--- config.mk ---
export PLATFORM = sky130hd
export DESIGN_NAME = cpu_cycle_timer
export DESIGN_NICKNAME = d
export VERILOG_FILES = /design/src/rtl/cpu_timing_pkg.sv /design/src/rtl/cpu_cycle_timer.sv /design/src/rtl/mul_term_count.sv
export SDC_FILE = /design/constraint.sdc
export NUM_CORES = 1
export LEC_CHECK = 0
export BUFFER_PORTS_ARGS = -buffer_cell sky130_fd_sc_hd__buf_2
export CAP_MARGIN = 20
export CORE_MARGIN = 2
export CORE_UTILIZATION = 60
export CTS_CLUSTER_DIAMETER = 150
export DETAILED_ROUTE_END_ITERATION = 16
export GPL_TIMING_DRIVEN = 0
export PLACE_DENSITY = 0.78
export SLEW_MARGIN = 20
export SYNTH_ARGS = -nofsm -noshare
export SYNTH_HDL_FRONTEND = slang
export SYNTH_HIERARCHICAL = 1
export SYNTH_SLANG_ARGS = --single-unit
--- constraint.sdc ---
create_clock -name SYS_CLK -period 8.2 [get_ports SYS_CLK]
set_input_delay 0.41 -clock SYS_CLK [delete_from_list [all_inputs] [get_ports SYS_CLK]]
set_output_delay 0.41 -clock SYS_CLK [all_outputs]
set_load 0.05 [all_outputs]
--- src/rtl/cpu_timing_pkg.sv ---
// Shared constants, types and cost tables of the instruction cycle timer.
package cpu_timing_pkg;

	localparam int OP_W   = 5;
	localparam int MODE_W = 4;
	localparam int CLK_W  = 8;
	localparam int CNT_W  = 4;
	localparam int DATA_W = 16;
	localparam int MULN_W = 5;

	// Baseline bus cycle length in clocks; wait states stretch its last clock.
	localparam logic [CLK_W-1:0] BUS_CYCLE_CLKS = 8'h04;
	localparam logic [1:0]       LAST_PHASE     = 2'h3;

	typedef enum logic [OP_W-1:0] {
		OP_MOVE_LONG        = 5'h00,
		OP_ADD              = 5'h01,
		OP_SUB              = 5'h02,
		OP_AND              = 5'h03,
		OP_OR               = 5'h04,
		OP_CMP              = 5'h05,
		OP_EXCLUSIVE_OR     = 5'h06,
		OP_SIGNED_DIVIDE    = 5'h07,
		OP_UNSIGNED_DIVIDE  = 5'h08,
		OP_SIGNED_MULTIPLY  = 5'h09,
		OP_UNSIGNED_MULTIPLY = 5'h0A,
		OP_ADD_IMMEDIATE    = 5'h0B,
		OP_SUB_IMMEDIATE    = 5'h0C,
		OP_AND_IMMEDIATE    = 5'h0D,
		OP_OR_IMMEDIATE     = 5'h0E,
		OP_EOR_IMMEDIATE    = 5'h0F,
		OP_CMP_IMMEDIATE    = 5'h10
	} op_e;

	typedef enum logic [MODE_W-1:0] {
		EA_DATA_REGISTER_OPERAND    = 4'h0,
		EA_ADDRESS_REGISTER_OPERAND = 4'h1,
		EA_INDIRECT                 = 4'h2,
		EA_POSTINC                  = 4'h3,
		EA_PREDEC                   = 4'h4,
		EA_DISP16                   = 4'h5,
		EA_INDEXED                  = 4'h6,
		EA_ABS_SHORT                = 4'h7,
		EA_ABS_LONG                 = 4'h8,
		EA_PC_DISP                  = 4'h9,
		EA_PC_INDEXED               = 4'hA,
		EA_IMMEDIATE                = 4'hB
	} ea_mode_e;

	typedef enum logic [1:0] {
		DST_DATA_REG = 2'b00,
		DST_ADDR_REG = 2'b01,
		DST_MEMORY   = 2'b10
	} dst_kind_e;

	typedef enum logic [1:0] {
		ST_IDLE     = 2'b00,
		ST_READ     = 2'b01,
		ST_INTERNAL = 2'b10,
		ST_WRITE    = 2'b11
	} seq_e;

	typedef struct packed {
		logic [CLK_W-1:0] clks;
		logic [CNT_W-1:0] rd;
		logic [CNT_W-1:0] wr;
	} cost_s;

	typedef struct packed {
		seq_e             state;
		logic [1:0]       phase;
		logic [CNT_W-1:0] rd_left;
		logic [CNT_W-1:0] wr_left;
		logic [CLK_W-1:0] idle_left;
		logic             busy;
		logic             bus_read;
		logic             bus_write;
		logic             bus_idle;
		logic             done;
		logic             illegal;
		logic [CLK_W-1:0] total;
		logic [CNT_W-1:0] reads;
		logic [CNT_W-1:0] writes;
	} seq_s;

	localparam seq_s SEQ_RESET = '0;

	// Operand address cost for byte and word operands, indexed by mode.
	localparam logic [CLK_W-1:0] EA_WORD_CLKS [0:15] = '{
		8'h00, 8'h00, 8'h04, 8'h04, 8'h06, 8'h08, 8'h0A, 8'h08,
		8'h0C, 8'h08, 8'h0A, 8'h04, 8'h00, 8'h00, 8'h00, 8'h00};
	localparam logic [CNT_W-1:0] EA_WORD_READS [0:15] = '{
		4'h0, 4'h0, 4'h1, 4'h1, 4'h1, 4'h2, 4'h2, 4'h2,
		4'h3, 4'h2, 4'h2, 4'h1, 4'h0, 4'h0, 4'h0, 4'h0};
	localparam logic [CLK_W-1:0] LONG_EA_EXTRA_CLKS  = 8'h04;
	localparam logic [CNT_W-1:0] LONG_EA_EXTRA_READS = 4'h1;

	// Destination part of a long move, indexed by destination mode.
	localparam logic [CLK_W-1:0] MOVE_DST_CLKS [0:15] = '{
		8'h00, 8'h00, 8'h08, 8'h08, 8'h08, 8'h0C, 8'h0E, 8'h0C,
		8'h10, 8'h00, 8'h00, 8'h00, 8'h00, 8'h00, 8'h00, 8'h00};
	localparam logic [CNT_W-1:0] MOVE_DST_READS [0:15] = '{
		4'h0, 4'h0, 4'h0, 4'h0, 4'h0, 4'h1, 4'h1, 4'h1,
		4'h2, 4'h0, 4'h0, 4'h0, 4'h0, 4'h0, 4'h0, 4'h0};
	localparam logic [CNT_W-1:0] MOVE_LONG_WRITES = 4'h2;
	localparam logic [CLK_W-1:0] MOVE_BASE_CLKS   = 8'h04;

	localparam logic [CLK_W-1:0] REG_BW_CLKS        = 8'h04;
	localparam logic [CLK_W-1:0] REG_LONG_CLKS      = 8'h06;
	localparam logic [CLK_W-1:0] REG_LONG_SLOW_CLKS = 8'h08;
	localparam logic [CLK_W-1:0] AREG_BW_CLKS       = 8'h08;
	localparam logic [CLK_W-1:0] CMP_AREG_CLKS      = 8'h06;
	localparam logic [CLK_W-1:0] MEM_BW_CLKS        = 8'h08;
	localparam logic [CLK_W-1:0] MEM_LONG_CLKS      = 8'h0C;
	localparam logic [CLK_W-1:0] EOR_REG_BW_CLKS    = 8'h04;
	localparam logic [CLK_W-1:0] EOR_REG_LONG_CLKS  = 8'h08;
	localparam logic [CLK_W-1:0] SDIV_CLKS          = 8'h9E;
	localparam logic [CLK_W-1:0] UDIV_CLKS          = 8'h8C;
	localparam logic [CLK_W-1:0] MUL_BASE_CLKS      = 8'h26;
	localparam logic [CLK_W-1:0] IMM_REG_BW_CLKS    = 8'h08;
	localparam logic [CLK_W-1:0] IMM_REG_LONG_CLKS  = 8'h10;
	localparam logic [CLK_W-1:0] IMM_REG_LONG_SHORT = 8'h0E;
	localparam logic [CLK_W-1:0] IMM_MEM_BW_CLKS    = 8'h0C;
	localparam logic [CLK_W-1:0] IMM_MEM_LONG_CLKS  = 8'h14;
	localparam logic [CLK_W-1:0] CMPI_MEM_BW_CLKS   = 8'h08;
	localparam logic [CLK_W-1:0] CMPI_MEM_LONG_CLKS = 8'h0C;

	localparam logic [CNT_W-1:0] ONE_CYCLE    = 4'h1;
	localparam logic [CNT_W-1:0] TWO_CYCLES   = 4'h2;
	localparam logic [CNT_W-1:0] THREE_CYCLES = 4'h3;

endpackage

--- src/rtl/cpu_cycle_timer.sv ---
// Instruction cycle sequencer: prices an instruction and plays out its bus.
// Operation
// - Long move is 4(1/0) plus source and destination costs, up to 36(7/2).
// - Indexed modes cost the same for word or long index register.
// - Standard totals include operation, result store and next word fetch.
// - Flagged entries add the operand address clocks, reads and writes.
// - Long add, sub, and, or base six grows to eight for register/immediate.
// - Exclusive-or to a data register only takes a data register source.
// - Word divide: 158 signed, 140 unsigned, one read, plus address time.
// - Word multiply takes 38 plus 2n clocks, at most 70, plus address time.
// - Unsigned multiply n is the count of ones in the source.
// - Signed multiply n counts 01/10 pairs in source with a zero below.
// - Immediate forms include fetching the immediate extension words.
// - Each bus cycle takes four clocks; wait states lengthen busy time, not the total.
// - Total n holds r reads, w writes; remaining clocks are bus idle.
`timescale 1ns/100ps
module cpu_cycle_timer
	import cpu_timing_pkg::*;
(
	input  logic                              SYS_CLK,
	input  logic                              RST,
	input  logic                              START,
	input  logic [cpu_timing_pkg::OP_W-1:0]   OP,
	input  logic                              SIZE_LONG,
	input  logic [1:0]                        DST_KIND,
	input  logic [cpu_timing_pkg::MODE_W-1:0] SRC_MODE,
	input  logic [cpu_timing_pkg::MODE_W-1:0] DST_MODE,
	input  logic [cpu_timing_pkg::DATA_W-1:0] SRC_DATA,
	input  logic                              BUS_WAIT,
	output logic                              BUSY,
	output logic                              BUS_READ,
	output logic                              BUS_WRITE,
	output logic                              BUS_IDLE,
	output logic                              DONE,
	output logic                              ILLEGAL,
	output logic [cpu_timing_pkg::CLK_W-1:0]  TOTAL_CLKS,
	output logic [cpu_timing_pkg::CNT_W-1:0]  READ_CNT,
	output logic [cpu_timing_pkg::CNT_W-1:0]  WRITE_CNT
);

	seq_s              s_ff;
	seq_s              nxt_s;
	logic [MULN_W-1:0] mul_n;
	cost_s             base;
	cost_s             ea;
	cost_s             cost;
	logic              legal;
	logic              is_long;
	logic              src_dreg;
	logic              src_fast;
	logic              dst_alterable;
	logic [CLK_W-1:0]  bus_clks;

	function automatic cost_s mk(input logic [CLK_W-1:0] c,
		input logic [CNT_W-1:0] r, input logic [CNT_W-1:0] w);
		cost_s x;
		x.clks = c;
		x.rd   = r;
		x.wr   = w;
		return x;
	endfunction

	// The index register size is not an input at all, so it cannot matter.
	function automatic cost_s ea_cost(input logic [MODE_W-1:0] mode,
		input logic lng);
		cost_s x;
		x = mk(EA_WORD_CLKS[mode], EA_WORD_READS[mode], '0);
		if (lng && mode >= EA_INDIRECT && mode <= EA_IMMEDIATE) begin
			x.clks = x.clks + LONG_EA_EXTRA_CLKS;
			x.rd   = x.rd + LONG_EA_EXTRA_READS;
		end
		return x;
	endfunction

	function automatic seq_e after(input logic [CLK_W-1:0] idle_left,
		input logic [CNT_W-1:0] wr_left);
		seq_e st;
		if (idle_left != '0) begin
			st = ST_INTERNAL;
		end else if (wr_left != '0) begin
			st = ST_WRITE;
		end else begin
			st = ST_IDLE;
		end
		return st;
	endfunction

	mul_term_count u_mul_term_count (
		.is_signed (OP == OP_SIGNED_MULTIPLY),
		.src       (SRC_DATA),
		.n         (mul_n)
	);

	// Price the requested instruction; ea is zero where no address is added.
	always_comb begin
		is_long       = SIZE_LONG;
		src_dreg      = (SRC_MODE == EA_DATA_REGISTER_OPERAND);
		src_fast      = src_dreg || SRC_MODE == EA_ADDRESS_REGISTER_OPERAND ||
			SRC_MODE == EA_IMMEDIATE;
		dst_alterable = DST_MODE >= EA_INDIRECT && DST_MODE <= EA_ABS_LONG;
		legal         = SRC_MODE <= EA_IMMEDIATE;
		base          = mk('0, '0, '0);
		ea            = ea_cost(SRC_MODE, is_long);
		case (OP)
			OP_MOVE_LONG: begin
				base = mk(MOVE_BASE_CLKS + MOVE_DST_CLKS[DST_MODE],
					ONE_CYCLE + MOVE_DST_READS[DST_MODE],
					dst_alterable ? MOVE_LONG_WRITES : '0);
				ea    = ea_cost(SRC_MODE, 1'b1);
				legal = legal && DST_MODE <= EA_ABS_LONG;
			end
			OP_ADD, OP_SUB, OP_AND, OP_OR, OP_CMP: begin
				if (DST_KIND == DST_DATA_REG) begin
					base = mk(is_long ? REG_LONG_CLKS : REG_BW_CLKS,
						ONE_CYCLE, '0);
				end else if (DST_KIND == DST_ADDR_REG) begin
					legal = legal && (OP == OP_ADD || OP == OP_SUB ||
						OP == OP_CMP);
					base  = mk(OP == OP_CMP ? CMP_AREG_CLKS :
						(is_long ? REG_LONG_CLKS : AREG_BW_CLKS), ONE_CYCLE, '0);
				end else begin
					legal = OP != OP_CMP && src_dreg && dst_alterable &&
						DST_KIND == DST_MEMORY;
					base  = is_long ? mk(MEM_LONG_CLKS, ONE_CYCLE, TWO_CYCLES) :
						mk(MEM_BW_CLKS, ONE_CYCLE, ONE_CYCLE);
					ea    = ea_cost(DST_MODE, is_long);
				end
				if (OP != OP_CMP && is_long && base.clks == REG_LONG_CLKS &&
					src_fast) begin
					base.clks = REG_LONG_SLOW_CLKS;
				end
			end
			OP_EXCLUSIVE_OR: begin
				legal = src_dreg;
				if (DST_KIND == DST_DATA_REG) begin
					base = mk(is_long ? EOR_REG_LONG_CLKS : EOR_REG_BW_CLKS,
						ONE_CYCLE, '0);
					ea   = mk('0, '0, '0);
				end else begin
					legal = legal && dst_alterable && DST_KIND == DST_MEMORY;
					base  = is_long ? mk(MEM_LONG_CLKS, ONE_CYCLE, TWO_CYCLES) :
						mk(MEM_BW_CLKS, ONE_CYCLE, ONE_CYCLE);
					ea    = ea_cost(DST_MODE, is_long);
				end
			end
			OP_SIGNED_DIVIDE, OP_UNSIGNED_DIVIDE: begin
				legal = legal && !is_long && DST_KIND == DST_DATA_REG;
				base  = mk(OP == OP_SIGNED_DIVIDE ? SDIV_CLKS : UDIV_CLKS,
					ONE_CYCLE, '0);
				ea    = ea_cost(SRC_MODE, 1'b0);
			end
			OP_SIGNED_MULTIPLY, OP_UNSIGNED_MULTIPLY: begin
				legal = legal && !is_long && DST_KIND == DST_DATA_REG;
				base  = mk(MUL_BASE_CLKS + {2'b00, mul_n, 1'b0},
					ONE_CYCLE, '0);
				ea    = ea_cost(SRC_MODE, 1'b0);
			end
			OP_ADD_IMMEDIATE, OP_SUB_IMMEDIATE, OP_AND_IMMEDIATE,
			OP_OR_IMMEDIATE, OP_EOR_IMMEDIATE, OP_CMP_IMMEDIATE: begin
				// Extension word reads are part of each base figure.
				if (DST_KIND == DST_DATA_REG) begin
					ea = mk('0, '0, '0);
					if (!is_long) begin
						base = mk(IMM_REG_BW_CLKS, TWO_CYCLES, '0);
					end else if (OP == OP_AND_IMMEDIATE ||
						OP == OP_CMP_IMMEDIATE) begin
						base = mk(IMM_REG_LONG_SHORT, THREE_CYCLES, '0);
					end else begin
						base = mk(IMM_REG_LONG_CLKS, THREE_CYCLES, '0);
					end
				end else begin
					legal = legal && dst_alterable && DST_KIND == DST_MEMORY;
					ea    = ea_cost(DST_MODE, is_long);
					if (OP == OP_CMP_IMMEDIATE) begin
						base = is_long ?
							mk(CMPI_MEM_LONG_CLKS, THREE_CYCLES, '0) :
							mk(CMPI_MEM_BW_CLKS, TWO_CYCLES, '0);
					end else begin
						base = is_long ?
							mk(IMM_MEM_LONG_CLKS, THREE_CYCLES, TWO_CYCLES) :
							mk(IMM_MEM_BW_CLKS, TWO_CYCLES, ONE_CYCLE);
					end
				end
			end
			default: legal = 1'b0;
		endcase
		cost     = mk(base.clks + ea.clks, base.rd + ea.rd,
			base.wr + ea.wr);
		bus_clks = CLK_W'(({4'h0, cost.rd} + {4'h0, cost.wr}) *
			BUS_CYCLE_CLKS);
	end

	// Reads go first (the last one stands for the next-word fetch), then the
	// internal clocks, then the writes; waits hold the last clock of a cycle.
	always_comb begin
		nxt_s         = s_ff;
		nxt_s.done    = 1'b0;
		nxt_s.illegal = 1'b0;
		case (s_ff.state)
			ST_IDLE: begin
				if (START && !legal) begin
					nxt_s.illegal = 1'b1;
				end else if (START) begin
					nxt_s.state     = ST_READ;
					nxt_s.phase     = '0;
					nxt_s.rd_left   = cost.rd;
					nxt_s.wr_left   = cost.wr;
					nxt_s.idle_left = cost.clks - bus_clks;
					nxt_s.total     = cost.clks;
					nxt_s.reads     = cost.rd;
					nxt_s.writes    = cost.wr;
				end
			end
			ST_READ: begin
				if (s_ff.phase != LAST_PHASE) begin
					nxt_s.phase = s_ff.phase + 2'h1;
				end else if (!BUS_WAIT) begin
					nxt_s.phase   = '0;
					nxt_s.rd_left = s_ff.rd_left - ONE_CYCLE;
					if (s_ff.rd_left == ONE_CYCLE) begin
						nxt_s.state = after(s_ff.idle_left, s_ff.wr_left);
					end
				end
			end
			ST_INTERNAL: begin
				nxt_s.idle_left = s_ff.idle_left - 8'h01;
				if (s_ff.idle_left == 8'h01) begin
					nxt_s.state = after('0, s_ff.wr_left);
				end
			end
			ST_WRITE: begin
				if (s_ff.phase != LAST_PHASE) begin
					nxt_s.phase = s_ff.phase + 2'h1;
				end else if (!BUS_WAIT) begin
					nxt_s.phase   = '0;
					nxt_s.wr_left = s_ff.wr_left - ONE_CYCLE;
					if (s_ff.wr_left == ONE_CYCLE) begin
						nxt_s.state = ST_IDLE;
					end
				end
			end
			default: nxt_s.state = ST_IDLE;
		endcase
		nxt_s.busy      = nxt_s.state != ST_IDLE;
		nxt_s.bus_read  = nxt_s.state == ST_READ;
		nxt_s.bus_write = nxt_s.state == ST_WRITE;
		nxt_s.bus_idle  = nxt_s.state == ST_INTERNAL;
		nxt_s.done      = s_ff.busy && !nxt_s.busy;
	end

	always_ff @(posedge SYS_CLK) begin
		if (RST) begin
			s_ff <= SEQ_RESET;
		end else begin
			s_ff <= nxt_s;
		end
	end

	assign BUSY       = s_ff.busy;
	assign BUS_READ   = s_ff.bus_read;
	assign BUS_WRITE  = s_ff.bus_write;
	assign BUS_IDLE   = s_ff.bus_idle;
	assign DONE       = s_ff.done;
	assign ILLEGAL    = s_ff.illegal;
	assign TOTAL_CLKS = s_ff.total;
	assign READ_CNT   = s_ff.reads;
	assign WRITE_CNT  = s_ff.writes;

endmodule

--- src/rtl/mul_term_count.sv ---
// Data-dependent term count n for the word multiply timing.
`timescale 1ns/100ps
module mul_term_count
	import cpu_timing_pkg::*;
(
	input  logic              is_signed,
	input  logic [DATA_W-1:0] src,
	output logic [MULN_W-1:0] n
);

	logic [DATA_W-1:0] bits;

	// Signed: {src,0} pairs differ where src[i] differs from src[i-1].
	always_comb begin
		if (is_signed) begin
			bits = src ^ {src[DATA_W-2:0], 1'b0};
		end else begin
			bits = src;
		end
		n = '0;
		for (int i = 0; i < DATA_W; i++) begin
			n = n + MULN_W'(bits[i]);
		end
	end

endmodule

Word-level counts from Yosys, hierarchy flattened --
Memory sizes are Yosys's and may differ from the RTL's. Cells that the tools add are included.
Storage, ports and cells: flip-flop bits (word level) 42, latch bits 0, bits in writable memories 0, bits in read-only memories 576, input port bits 36, output and inout port bits 22, word-level logic and storage cells 222, memories 6
Memory list:
- (no name shown) | depth 16, width 8, rd ports 1, clocked after Yosys merged registers in 0, write ports 0, RTL line cpu_cycle_timer.sv:67 | x = mk(EA_WORD_CLKS[mode], EA_WORD_READS[mode], '0);
- (no name shown) | depth 16, width 8, rd ports 1, clocked after Yosys merged registers in 0, write ports 0, RTL line cpu_cycle_timer.sv:67
- (no name shown) | depth 16, width 8, rd ports 1, clocked after Yosys merged registers in 0, write ports 0, RTL line cpu_cycle_timer.sv:106 | base = mk(MOVE_BASE_CLKS + MOVE_DST_CLKS[DST_MODE],
- (no name shown) | depth 16, width 4, rd ports 1, clocked after Yosys merged registers in 0, write ports 0, RTL line cpu_cycle_timer.sv:67
- (no name shown) | depth 16, width 4, rd ports 1, clocked after Yosys merged registers in 0, write ports 0, RTL line cpu_cycle_timer.sv:67
- (no name shown) | depth 16, width 4, rd ports 1, clocked after Yosys merged registers in 0, write ports 0, RTL line cpu_cycle_timer.sv:107 | ONE_CYCLE + MOVE_DST_READS[DST_MODE],
Operators by class: add/subtract/negate cells 31, multipliers 0, div/mod/pow operators 0, $lt $le $gt $ge 7, eq/ne operators 40, shift operators 0, muxes and demuxes 66, bitwise logic cells 5, reduce and logical (&&, ||, !) cells 53
Operator list (number):
- $mux W16 | 6
- $pmux W16 S6 | 1
- $mux W12 | 6
- $add A5 B1 Y5 | 14
- $mux W8 | 8
- $pmux W16 S4 | 1
- $mux W13 | 4
- $mux W4 | 13
- $eq A5 B4 Y1 const B | 8
- $mux W20 | 2
- $logic_and A1 B1 Y1 | 22
- $mux W11 | 2
- $mux W2 | 11
- $eq A5 B3 Y1 const B | 4
- $add A8 B3 Y8 const B | 2
- $pmux W4 S2 | 2
- $pmux W8 S2 | 1
- $xor A16 B16 Y16 | 1
- $reduce_and A5 Y1 | 3
- $ne A2 B2 Y1 const B | 7
- $eq A4 B1 Y1 const B | 3
- $le A4 B4 Y1 const B | 3
- $eq A2 B2 Y1 const B | 5
- $eq A5 B2 Y1 const B | 2
- other kinds (44) | 71

Longest topological paths before layout --
word-level depth 28, gate-level depth with buffers 32, mapped depth without buffers 30

Modules after synthesis --
Netlist, hierarchy kept.
By module, submodules not included:
- cpu_cycle_timer | instances 1, cells an instance 506, area each 3854.9 µm², sequential area each 780.7 µm²
- mul_term_count | instances 1, cells an instance 63, area each 548.0 µm², sequential area each 0.0 µm²

Worst setup path after synthesis --
OpenSTA, ideal clock, no wires.
kind input -> register, start point input port OP[1] (netlist name), end point register s_ff[29] (netlist name), library setup time 0.138 ns, arrival 7.088 ns, required time 8.062 ns, setup slack 0.973 ns, stages on the path 32, buffers on the path 3, cell sequence buf_6 -> buf_2 -> nand2b_1 -> nor3_1 -> buf_6 -> nand2_1 -> xnor2_1 -> fa_1 -> fa_1 -> fa_1 -> inv_1 -> fa_1 -> inv_1 -> ha_1 -> fa_1 -> inv_1 -> ha_1 -> o22ai_1 -> a21oi_1 -> and4_1 -> inv_1 -> ha_1 -> a21o_1 -> a21oi_1 -> o21bai_1 -> a211oi_1 -> a211oi_1 -> ha_1 -> o21ai_0 -> a21o_1 -> a32oi_1 -> a21oi_1
RTL lines:
- from (decl) | RTL line cpu_cycle_timer.sv:23 | input logic [cpu_timing_pkg::OP_W-1:0] OP,
- to (signal assigned) | RTL line cpu_cycle_timer.sv:255 | s_ff <= nxt_s;
- to (decl) | RTL line cpu_cycle_timer.sv:41 | seq_s s_ff;

==> impl_metrics.py <==
metrics = {
    "clock_tree": {
        "insertion_delay_ps": 310,
        "ctsHoldBuffers": 0,
        "postCtsSetupBuffers": 0,
        "cts_resized": 0,
        "cts_tree": "yes",
        "clkTransAtPathRegs_ps": 80,
        "clock_path_buffers": 2,
        "root_buffer": "clkbuf_8",
        "cts_buffers": 5,
        "htree_levels": 2,
        "clkSinkCount": 39,
    },
    "drt": {
        "wl_per_cell_um": 14.9,
        "first_pass_iters": 5,
        "ant_nets": 0,
        "routed-via-count": 4216,
        "drt_iter0_markers": 311,
        "wl_mm": 10.8,
        "drc": 0,
        "via_per_inst": 5.80,
    },
    "cells_and_area": {
        "n_antenna_cell": 0,
        "post-route-cell-area_um2": 4890,
        "fin_nets": 721,
        "area_growth_pct": 11.1,
        "fin_cells": 727,
        "drive_gt1_share_pct": 16.7,
        "nFillCells": 595,
    },
    "die": {
        "core_area_um2": 7180,
        "die_x_um": 89.7,
        "dieArea_um2": 8040,
        "start_util_pct": 61.4,
        "die_h_um": 89.7,
        "top_level_ports": 58,
        "rows": 31,
    },
    "worst_hold_path": {
        "hold_depth": 3,
        "hold_path_startpoint": "RST",
        "hp-class": "in2reg",
        "min_to": "s_ff[24]",
    },
    "critical_path": {
        "crit_path_max_incr_delay_ps": 560,
        "r2r-start": "s_ff[26]",
        "crit_type": "in2reg",
        "critPathTopFamily": "adder cells",
        "crit_path_top_delay_cell": "fa_1",
        "required_ps": 8370,
        "crit_fanout": 10,
        "cp.arrival_ps": 7780,
        "cp.buffers_inverters": 6,
        "r2r-end": "BUS_IDLE",
        "crit_top_cell": "fa_1",
        "endpoint_kind": "register",
        "rrSetupSlack_ps": 5960,
        "reg2reg_depth": 6,
        "cp-start-kind": "input pin",
    },
    "sta": {
        "fin_skew_ps": 7.81,
        "fmax_mhz": 131,
        "hold_violations": 0,
        "setup_viol": 0,
        "fin_crit_ps": 7620,
        "max_slew.worst_pin.slew_ps": 689,
        "rsz0062_at_grt": "no",
        "slew_headroom_pct": 53.9,
        "setup_slack_ps": 583,
        "tns_ps": 0,
        "final_max_slew_viol_count": 0,
        "fin_crit_sh_pct": 92.9,
    },
    "global_routing": {
        "groute.usage.overall_pct": 27.8,
        "grt_max_degree": 14,
        "grt_pass1_wl_mm": 17.7,
        "overflow": 0,
        "antenna_found_initial": 0,
        "grt_pass1_vias": 3942,
    },
    "power": {
        "leakage_nw": 2.18,
        "power-per-cell-area_nw_per_um2": 182,
        "power_w": 0.000889,
        "vdd_drop_max_mv": 0.0945,
    },
    "place": {
        "post-place-ws_ps": 311,
        "dp.cells": 719,
        "port-buffer-count": 48,
        "hpwl_mm": 8.66,
        "placed_cell_area_um2": 4780,
        "gp_congestion": 0.916,
    },
    "synthesis": {
        "syn_avg_cell_area_um2": 7.74,
        "synth.distinct_cells": 67,
        "synth_top_area_share_pct": 17.7,
        "synth_edf_count": 0,
        "synth.area.top_cells": "dfxtp_1 (18%), ha_1 (13%), fa_1 (6.4%), nand2_1 (5.1%), xnor2_1 (4.8%)",
        "ys.flop_type": "dfxtp_1",
        "synthArstFlopShare_pct": 0,
        "syn_inst": 569,
        "synth_top_cell_by_area": "dfxtp_1",
        "netlist_area_um2": 4400,
        "ys_ff_latch": 39,
        "yosysSeqAreaShare_pct": 17.7,
        "yosysWarnings": 6,
    },
    "run": {
        "maxCapViolCount": 0,
    },
    "run_status": {
        "status": "completed",
    },
}
synthesized netlist by cell type (all sizes together), types with 3 or more instances:
cell     n
a21o    10
buf     29
o21ai   22
a311oi   3
clkbuf   8
a22oi    3
o31ai    6
nor2b    9
xnor2   24
and2     6
or3      7
nand3   16
a31o     3
nand2   61
inv     52
nor3    22
a32oi    6
nand3b   5
dfxtp   39
nor4     6
o22ai    6
o32ai    3
and3     6
o21bai   3
a31oi    7
ha      44
xor2    11
a21oi   44
fa      14
a211oi  11
nor2    41
nand2b  15
cell families (layout without fill, tap and decap cells):
logic type,count (synthesis),in the layout,share of synthesized area (%)
AO/OA/AOI/OAI,142,142,22.7
flip-flops,39,39,17.7
other,1,4,0.0852
AND/OR/NAND/NOR,204,204,23.5
XOR/XNOR,35,35,6.96
buffers and inverters,89,145,9.95
adder cells (fa/ha/maj),58,58,18.9
multiplexers,1,1,0.227
tightest hold or removal path: stages:
cell and delay (ps):
buf_2 100, a31o_2 100, a311oi_1 30
sequential cells by signal, indices dropped and copies added, names as in the netlist:
name	count
DONE	1
WRITE_CNT	2
BUS_WRITE	1
BUS_IDLE	1
ILLEGAL	1
READ_CNT	4
BUSY	1
BUS_READ	1
TOTAL_CLKS	7
s_ff	20
per-layer routing:
layer	GRT usage [%]	part of all wire [%]	up-vias
met5	0	0	-
met2	45.9	46	130
met1	37.9	47	1984
met3	4.30	5.6	14
met4	7.46	1.4	0
li1	-	-	2088
layout by cell type, fill, tap and decap left out, drive strengths merged, types with 7 or more instances in the layout:
cell	count
buf	77
xnor2	24
inv	52
nand2	61
nor2	41
a31oi	7
dfxtp	39
xor2	11
ha	44
nor2b	9
or3	7
a211oi	11
nand2b	15
nor3	22
fa	14
o21ai	22
nand3	16
clkbuf	13
a21o	10
a21oi	44
stage by stage:
stage                     hold WS, ps  utilization, %
final                             377            68.2
after global routing              391            68.2
after detailed placement          449            66.6
after floorplan                   437               -
after global placement            443            66.6
after CTS                         371            68.2
worst max-delay path by stage:
stage,start,end,slack [ps],cells after the start
6_report,OP[0],s_ff[29],580,30
3_3_place_gp,OP[1],s_ff[29],430,30
3_5_place_dp,OP[0],s_ff[29],310,30
2_1_floorplan,OP[1],s_ff[29],970,32
4_1_cts,OP[0],s_ff[29],590,30
5_1_grt,OP[0],s_ff[29],30,30
report_power, final:
| group | internal (W) | switching, W | leakage (nW) | total (W) |
|---|---|---|---|---|
| Clock | 0.0000906 | 0.0000726 | 0.0581 | 0.000163 |
| Sequential | 0.000199 | 0.00000763 | 0.316 | 0.000206 |
| Combinational | 0.000215 | 0.000304 | 1.80 | 0.000520 |
| Total | 0.000505 | 0.000384 | 2.18 | 0.000889 |
layout make-up:
type	count	area (µm²)	area share [%]
Sequential cell	39	781	16.0
Timing Repair Buffer	48	240	4.91
Clock inverter	3	43.8	0.895
Clock buffer	5	68.8	1.41
Inverter	52	195	3.99
Buffer	37	243	4.96
Tap cell	99	124	2.53
Multi-Input combinational cell	444	3200	65.3
Power figures use the tool's default switching activity.
